**src/verilog/lpc_pkg.sv**
```systemverilog
// constants and types for the low power clock control block
package lpc_pkg;
	localparam int ADDR_W = 12;
	localparam logic [7:0] IDX_EXTENDED_INTERRUPT_FLAGS = 8'h91;
	localparam logic [7:0] IDX_PMR = 8'hC4;
	localparam logic [7:0] IDX_STAT = 8'hC5;
	localparam int EXTENDED_INTERRUPT_FLAGS_SRC = 3;
	localparam int EXTENDED_INTERRUPT_FLAGS_RING = 2;
	localparam int PMR_DIV_HI = 7;
	localparam int PMR_DIV_LO = 6;
	localparam int PMR_SWB = 5;
	localparam int PMR_AMP = 3;
	localparam logic [9:0] LAST_4 = 10'h003;
	localparam logic [9:0] LAST_64 = 10'h03F;
	localparam logic [9:0] LAST_1024 = 10'h3FF;
	localparam int WARMUP_XTAL_CLKS = 65536;
	localparam logic RST_SRC = 1'b1;
	localparam logic RST_RING = 1'b0;
	localparam logic RST_SWB = 1'b0;
	localparam logic RST_AMP = 1'b0;
	localparam logic RST_READY = 1'b1;
	localparam logic [1:0] RESP_OKAY = 2'h0;
	localparam logic [1:0] RESP_SLVERR = 2'h2;
	typedef enum logic [1:0] {
		DIV_RSVD = 2'b00,
		DIV_4    = 2'b01,
		DIV_64   = 2'b10,
		DIV_1024 = 2'b11
	} lpc_div_t;
	localparam lpc_div_t RST_DIV = DIV_4;
	typedef enum logic [1:0] {
		SEL_NONE = 2'b00,
		SEL_EXTENDED_INTERRUPT_FLAGS = 2'b01,
		SEL_PMR  = 2'b10,
		SEL_STAT = 2'b11
	} lpc_sel_t;
	typedef enum logic [1:0] {
		PEND_IDLE = 2'b00,
		PEND_WAIT = 2'b01,
		PEND_DUE  = 2'b10
	} lpc_pend_t;
endpackage

```
**src/verilog/lpc_clock_ctrl.sv**
```systemverilog
// power management clock divider and source control with axi4-lite regs
//
// Chosen here: register access over AXI4-Lite.
`timescale 1ns/1ps
module lpc_clock_ctrl #(
	parameter int WARMUP_CLKS = lpc_pkg::WARMUP_XTAL_CLKS
) (
	input  wire logic        aclk,          // core clock
	input  wire logic        aresetn,       // sync reset
	input  wire logic [11:0] awaddr,        // write address
	input  wire logic [2:0]  awprot,        // unused
	input  wire logic        awvalid,       // write addr valid
	output logic             awready,       // write addr ready
	input  wire logic [31:0] wdata,         // write data
	input  wire logic [3:0]  wstrb,         // byte enables
	input  wire logic        wvalid,        // write data valid
	output logic             wready,        // write data ready
	output logic [1:0]       bresp,         // write response
	output logic             bvalid,        // response valid
	input  wire logic        bready,        // response ready
	input  wire logic [11:0] araddr,        // read address
	input  wire logic [2:0]  arprot,        // unused
	input  wire logic        arvalid,       // read addr valid
	output logic             arready,       // read addr ready
	output logic [31:0]      rdata,         // read data
	output logic [1:0]       rresp,         // read response
	output logic             rvalid,        // read valid
	input  wire logic        rready,        // read ready
	input  wire logic        xtal_tick,     // one per crystal clock
	input  wire logic        ring_tick,     // one per ring clock
	input  wire logic [5:0]  ext_irq_req,   // enabled external irqs
	input  wire logic [5:0]  ext_irq_high,  // source is high priority
	input  wire logic        pf_busy,       // powerfail level in service
	input  wire logic        high_busy,     // high level in service
	input  wire logic        low_busy,      // low level in service
	input  wire logic [1:0]  rx_start,      // start bit edge per port
	input  wire logic [1:0]  rx_enable,     // receiver enabled per port
	input  wire logic [1:0]  tx_write,      // tx buffer written per port
	input  wire logic [1:0]  rx_busy,       // word being received
	input  wire logic [1:0]  tx_busy,       // word being shifted out
	output logic             cycle_strobe,  // one per instruction cycle
	output logic [1:0]       div_active,    // divider in use
	output logic             ring_active,   // core runs from ring
	output logic             osc_amp_disable // crystal amplifier off
);

	function automatic lpc_pkg::lpc_sel_t reg_sel(input logic [11:0] a);
		lpc_pkg::lpc_sel_t s;
		s = lpc_pkg::SEL_NONE;
		if (a[11:10] == 2'h0) begin
			case (a[9:2])
				lpc_pkg::IDX_EXTENDED_INTERRUPT_FLAGS: s = lpc_pkg::SEL_EXTENDED_INTERRUPT_FLAGS;
				lpc_pkg::IDX_PMR:  s = lpc_pkg::SEL_PMR;
				lpc_pkg::IDX_STAT: s = lpc_pkg::SEL_STAT;
				default:           s = lpc_pkg::SEL_NONE;
			endcase
		end
		return s;
	endfunction

	function automatic logic [9:0] last_of(input logic [1:0] d);
		logic [9:0] l;
		case (d)
			lpc_pkg::DIV_64: begin
				l = lpc_pkg::LAST_64;
			end
			lpc_pkg::DIV_1024: begin
				l = lpc_pkg::LAST_1024;
			end
			default: begin
				l = lpc_pkg::LAST_4;
			end
		endcase
		return l;
	endfunction

	logic [11:0]         aw_addr;
	logic                aw_held;
	logic [31:0]         w_data;
	logic [3:0]          w_strb;
	logic                w_held;
	logic                wr_go;
	logic                wr_ok;
	logic                wr_extended_interrupt_flags;
	logic                wr_pmr;
	logic [1:0]          wdiv;
	logic                div_ok;
	logic                src_ok;
	logic                amp_ok;
	logic [1:0]          div_sel;
	logic                src_sel;
	logic                swb_en;
	logic                osc_ready;
	logic [16:0]         warm_cnt;
	lpc_pkg::lpc_pend_t  pend;
	logic [9:0]          cnt;
	logic                tick;
	logic                boundary;
	logic [5:0]          serviceable;
	logic                swb_evt;
	logic [7:0]          rd_byte;
	logic [7:0]          status;

	// bus write path
	assign wr_go = aw_held & w_held & ~bvalid;
	assign wr_ok = wr_go & w_strb[0];
	assign wr_extended_interrupt_flags = wr_ok & (reg_sel(aw_addr) == lpc_pkg::SEL_EXTENDED_INTERRUPT_FLAGS);
	assign wr_pmr = wr_ok & (reg_sel(aw_addr) == lpc_pkg::SEL_PMR);
	assign wdiv = w_data[lpc_pkg::PMR_DIV_HI:lpc_pkg::PMR_DIV_LO];

	always_ff @(posedge aclk) begin
		if (!aresetn) begin
			awready <= 1'b1;
			wready <= 1'b1;
			aw_held <= 1'b0;
			w_held <= 1'b0;
			aw_addr <= 12'h000;
			w_data <= 32'h0000_0000;
			w_strb <= 4'h0;
			bvalid <= 1'b0;
			bresp <= lpc_pkg::RESP_OKAY;
		end else begin
			if (awvalid && awready) begin
				aw_addr <= awaddr;
				aw_held <= 1'b1;
				awready <= 1'b0;
			end
			if (wvalid && wready) begin
				w_data <= wdata;
				w_strb <= wstrb;
				w_held <= 1'b1;
				wready <= 1'b0;
			end
			if (wr_go) begin
				aw_held <= 1'b0;
				w_held <= 1'b0;
				bvalid <= 1'b1;
				if (reg_sel(aw_addr) == lpc_pkg::SEL_NONE) begin
					bresp <= lpc_pkg::RESP_SLVERR;
				end else begin
					bresp <= lpc_pkg::RESP_OKAY;
				end
			end
			if (bvalid && bready) begin
				bvalid <= 1'b0;
				awready <= 1'b1;
				wready <= 1'b1;
			end
		end
	end

	// register read path
	assign status = {pf_busy, high_busy, low_busy, osc_ready,
		tx_busy[1], rx_busy[1],
		tx_busy[0], rx_busy[0]};

	always_comb begin
		rd_byte = 8'h00;
		case (reg_sel(araddr))
			lpc_pkg::SEL_EXTENDED_INTERRUPT_FLAGS: begin
				rd_byte[lpc_pkg::EXTENDED_INTERRUPT_FLAGS_SRC] = src_sel;
				rd_byte[lpc_pkg::EXTENDED_INTERRUPT_FLAGS_RING] = ring_active;
			end
			lpc_pkg::SEL_PMR: begin
				rd_byte[lpc_pkg::PMR_DIV_HI:lpc_pkg::PMR_DIV_LO] = div_sel;
				rd_byte[lpc_pkg::PMR_SWB] = swb_en;
				rd_byte[lpc_pkg::PMR_AMP] = osc_amp_disable;
			end
			lpc_pkg::SEL_STAT: begin
				rd_byte = status;
			end
			default: begin
				rd_byte = 8'h00;
			end
		endcase
	end

	always_ff @(posedge aclk) begin
		if (!aresetn) begin
			arready <= 1'b1;
			rvalid <= 1'b0;
			rdata <= 32'h0000_0000;
			rresp <= lpc_pkg::RESP_OKAY;
		end else begin
			if (arvalid && arready) begin
				arready <= 1'b0;
				rvalid <= 1'b1;
				rdata <= {24'h00_0000, rd_byte};
				if (reg_sel(araddr) == lpc_pkg::SEL_NONE) begin
					rresp <= lpc_pkg::RESP_SLVERR;
				end else begin
					rresp <= lpc_pkg::RESP_OKAY;
				end
			end
			if (rvalid && rready) begin
				rvalid <= 1'b0;
				arready <= 1'b1;
			end
		end
	end

	// switchback sources
	genvar gi;
	generate
		for (gi = 0; gi < 6; gi++) begin : g_irq
			assign serviceable[gi] = ext_irq_req[gi] & ~pf_busy
				& ~high_busy & (ext_irq_high[gi] | ~low_busy);
		end
	endgenerate

	assign swb_evt = swb_en & (|serviceable
		| |(rx_start & rx_enable)
		| |tx_write);

	// write acceptance
	assign div_ok = wr_pmr & (wdiv != div_sel) & (wdiv != lpc_pkg::DIV_RSVD)
		& ((wdiv == lpc_pkg::DIV_4)
		| ((div_active == lpc_pkg::DIV_4)
		& (div_sel == lpc_pkg::DIV_4)));
	assign src_ok = wr_extended_interrupt_flags & (w_data[lpc_pkg::EXTENDED_INTERRUPT_FLAGS_SRC] != src_sel)
		& (~w_data[lpc_pkg::EXTENDED_INTERRUPT_FLAGS_SRC]
		| (osc_ready & ~osc_amp_disable));
	// amp off only once the ring really times the core, else no tick remains
	assign amp_ok = wr_pmr & (~w_data[lpc_pkg::PMR_AMP]
		| (~src_sel & ring_active));

	always_ff @(posedge aclk) begin
		if (!aresetn) begin
			swb_en <= lpc_pkg::RST_SWB;
		end else if (wr_pmr) begin
			swb_en <= w_data[lpc_pkg::PMR_SWB];
		end
	end

	// instruction cycle timing
	assign tick = ring_active ? ring_tick
		: (xtal_tick & ~osc_amp_disable);
	assign boundary = tick & (cnt >= last_of(div_active));

	always_ff @(posedge aclk) begin
		if (!aresetn) begin
			cnt <= 10'h000;
			cycle_strobe <= 1'b0;
		end else begin
			cycle_strobe <= boundary;
			if (boundary) begin
				cnt <= 10'h000;
			end else if (tick) begin
				cnt <= cnt + 10'h001;
			end
		end
	end

	// divider and source selection
	always_ff @(posedge aclk) begin
		if (!aresetn) begin
			div_sel <= lpc_pkg::RST_DIV;
			div_active <= lpc_pkg::RST_DIV;
			src_sel <= lpc_pkg::RST_SRC;
			ring_active <= lpc_pkg::RST_RING;
			pend <= lpc_pkg::PEND_IDLE;
		end else begin
			if (boundary) begin
				case (pend)
					lpc_pkg::PEND_WAIT: begin
						pend <= lpc_pkg::PEND_DUE;
					end
					lpc_pkg::PEND_DUE: begin
						div_active <= div_sel;
						ring_active <= ~src_sel;
						pend <= lpc_pkg::PEND_IDLE;
					end
					default: begin
						pend <= lpc_pkg::PEND_IDLE;
					end
				endcase
			end
			if (div_ok) begin
				div_sel <= wdiv;
				pend <= lpc_pkg::PEND_WAIT;
			end
			if (src_ok) begin
				src_sel <= w_data[lpc_pkg::EXTENDED_INTERRUPT_FLAGS_SRC];
				pend <= lpc_pkg::PEND_WAIT;
			end
			if (swb_evt) begin
				div_sel <= lpc_pkg::DIV_4;
				div_active <= lpc_pkg::DIV_4;
			end
		end
	end

	// crystal amplifier and warm-up
	always_ff @(posedge aclk) begin
		if (!aresetn) begin
			osc_amp_disable <= lpc_pkg::RST_AMP;
		end else if (amp_ok) begin
			osc_amp_disable <= w_data[lpc_pkg::PMR_AMP];
		end
	end

	always_ff @(posedge aclk) begin
		if (!aresetn) begin
			osc_ready <= lpc_pkg::RST_READY;
			warm_cnt <= 17'h00000;
		end else if (osc_amp_disable) begin
			osc_ready <= 1'b0;
			warm_cnt <= 17'h00000;
		end else if (!osc_ready && xtal_tick) begin
			if (warm_cnt == 17'(WARMUP_CLKS - 1)) begin
				osc_ready <= 1'b1;
			end else begin
				warm_cnt <= warm_cnt + 17'h00001;
			end
		end
	end
endmodule

```
**config.mk**
```make
export PLATFORM = sky130hd
export DESIGN_NAME = lpc_clock_ctrl
export DESIGN_NICKNAME = d
export VERILOG_FILES = /design/src/verilog/lpc_pkg.sv /design/src/verilog/lpc_clock_ctrl.sv
export SDC_FILE = /design/constraint.sdc
export NUM_CORES = 1
export LEC_CHECK = 0
export CORE_ASPECT_RATIO = 0.8
export CORE_MARGIN = 1.5
export CORE_UTILIZATION = 50
export DETAILED_ROUTE_END_ITERATION = 7
export DONT_BUFFER_PORTS = 1
export GPL_TIMING_DRIVEN = 0
export HOLD_SLACK_MARGIN = 0.06
export PLACE_DENSITY = 0.63
export REMOVE_ABC_BUFFERS = 1
export SLEW_MARGIN = 20
export SYNTH_ARGS = -nofsm -noshare
export SYNTH_HDL_FRONTEND = slang
export SYNTH_SLANG_ARGS = --single-unit
```
**constraint.sdc**
```tcl
create_clock -name aclk -period 4.5 [get_ports aclk]
set_clock_uncertainty 0.05 [all_clocks]
set_input_delay 0.9 -clock aclk [delete_from_list [all_inputs] [get_ports aclk]]
set_output_delay 0.9 -clock aclk [all_outputs]
set_load 0.02 [all_outputs]
```
==> metrics.txt <==
Routed wire per std cell=between 10 and 15 um; Static Leak=1.37 nW; final hold slack=0.404 ns; Tightest Pin Transition=approximately 0.9 ns; Buf/Inv on CP=0; Fin. Hold Viols=0; largest net degree at the start of global routing=34; top cells by area, synth=dfxtp_1 (41%), buf_4 (5.7%), nand2_1 (5.4%); core area=6540 um2; Seq/Total Area, Yosys=between 40% and 50%; Num CTS Buffers=9; initial antenna violation count=0; Num Clock Sinks=71; Setup TNS Final=0 ns; Post-CTS Resized=0; largest fanout on the critical path=8; top_reg_cell synth=dfxtp_1; HPWL after DPL=roughly 5 mm; CTS tree=built; Worst setup SP type=flop; clk_lat worst skew=0.34 ns; Layout Area Growth over Synthesis=4.60%; syn avg cell area=roughly 8.6 um2; top post-synthesis cells by count=dfxtp_1 (71), nand2_1 (50), a21oi_1 (37), nor2_1 (37), buf_4 (26); Req. time, crit path=between 4 and 5 ns; Critical Path End Type=flop; gr ovfl total=0; H-tree levels=3; Filler Cells Inserted=approximately 610; CTS root buf=clkbuf_8; Nets=about 500; Port Buf Inserts=0; Die Span X=roughly 96 um; endpoints failing setup=0; slowest CP cell=nor3b_2; Starting Density=a little over half; # diodes=0; CP dominant cell by count=and4_1; vias in the first global route=between 2k and 2.5k; hold crit path type=reg -> reg; cts hold-fix bufs=0; Synth area leader=dfxtp_1; RSZ-0062 raised after global routing=no; # Post-CTS Setup Buffers=0; total wire length=6.85 mm; fin crit share=61.7%; via count=around 2.7k; Worst-path clk slew=0.07 ns; EDFF count, synth=0; Worst slew margin=38.0%; slowest stage delay, CP=0.45 ns; Netlist cell types=58; die area=7410 um2; first-pass GRT wire length=11.1 mm; crit path time final=2.78 ns; Avg Vias per Cell=around 5.5; Async SR Flop Fraction=0%; Ys Warns=0; critical path's top delay family=simple AND/OR/NAND/NOR gates; post-synthesis register bit count=71; multi-input logic area=approximately 1800 um2; Cell Rows=26; number of I/O pins=146; DRC=0; Die Y=77.3 um; Starting DRT DRC Count=97; Pins Over Slew Limit=0; maximum root-to-sink buffer count=2; register area=between 1000 and 1500 um2; Syn Inst Count=between 400 and 500; Worst Setup Path Type=reg -> reg; # Max-Cap Violations=0; fraction of layout cells with a size suffix above 1=6.19%; total global-route track usage=19.5%; most common cell in the synthesized netlist=dfxtp_1; Antenna Nets Post-Route=0; Cell Pwr Density=355 nW/um2; DR pass1 iterations=4; Worst EP arrival=2.98 ns; Final Wtd Congestion=0.771; Fmax=360 MHz; status=finished, final reports clean; critical path, cell by cell=and4_1 -> and4_1 -> nand3_1 -> nor2_1 -> ha_1 -> nor3b_2 -> and3_1 -> nand2_1 -> or3_1 -> a21oi_1; worst vdd ir=around 0.00021 V; synthesized area=3450 um2; post-synth top area share=around 41%
-- routing by layer --
layer  global-route usage [%]  up-vias  part of all wire (%)
met1                     24.8     1215                    46
met2                     30.3      107                    44
met5                        0        -                     0
met3                     7.94        9                   9.0
li1                         -     1360                     -
met4                     5.29        0                   1.0
-- tightest hold or removal path, cell delays in order (launching register included) --
cell and delay (ns):
dfxtp_1 0.31, nand2_1 0.05, a21oi_1 0.05
-- flip-flops by register name (all words and copies together) (netlist names), 2 cells and up --
signal / count
w_data: 4
rdata: 8
div_active: 2
cnt: 10
div_sel: 2
aw_addr: 10
warm_cnt: 17
pend: 2
-- kinds of logic after synthesis --
| kind of cell | after synthesis | synth area share [%] |
|---|---|---|
| AO/OA/AOI/OAI | 79 | 14.4 |
| adder cells (fa/ha/maj) | 11 | 3.99 |
| buffers and inverters | 48 | 8.30 |
| AND/OR/NAND/NOR | 164 | 24.3 |
| XOR/XNOR | 20 | 5.08 |
| flip-flops | 71 | 41.2 |
| multiplexers | 9 | 2.65 |
| other | 1 | 0.109 |
-- power breakdown --
| part | internal, mW | switching, mW | leakage, nW |
|---|---|---|---|
| logic | 0.0234 | 0.0561 | 0.679 |
| registers | 0.645 | 0.0206 | 0.577 |
| clock network | 0.302 | 0.234 | 0.109 |
-- area by class of cell --
class	instances	share of cell area [%]
well taps	84	2.91
clock buffers	12	4.58
inverters	8	0.832
flip-flops and latches	71	39.4
clock inverters	4	1.42
multi-input cells	309	50.9
-- worst paths after layout --
path | start | to | depth (start not counted) | slack, ns
setup reg to reg | warm_cnt[7]$_SDFFE_PP0P_ | warm_cnt[9]$_SDFFE_PP0P_ | 10 | 1.72
setup / recovery | warm_cnt[7]$_SDFFE_PP0P_ | warm_cnt[9]$_SDFFE_PP0P_ | 10 | 1.72
hold / removal | aw_addr[9]$_SDFFE_PN0P_ | aw_addr[9]$_SDFFE_PN0P_ | 2 | 0.40
hold reg to reg | aw_addr[9]$_SDFFE_PN0P_ | aw_addr[9]$_SDFFE_PN0P_ | 2 | 0.40
-- placed cells by master, fill, tap and decap left out, drive strengths merged, types with 4 or more instances in the layout --
cell type and count:
inv 8, conb 26, and4 4, o21ai 15, and3 5, nand3 19, xor2 15, nor3 8
or3 7, dfxtp 71, nor3b 4, nand4 7, xnor2 5, a211oi 8, nor2 38, nand2 50
ha 11, a21oi 37, mux2i 8, clkbuf 12
-- through the flow --
step	util, %	cells	instance area [um2]	power, mW	worst slack (ns)
floorplan	-	388	3290	0.744	2.08
detailed placement	51.9	472	3390	0.760	1.76
finish	55.2	488	3610	1.28	1.72
CTS	55.2	488	3610	1.30	1.73
global route	55.2	488	3610	1.33	1.51
global placement	51.9	472	3390	0.759	1.82
Power figures use the tool's default switching activity.
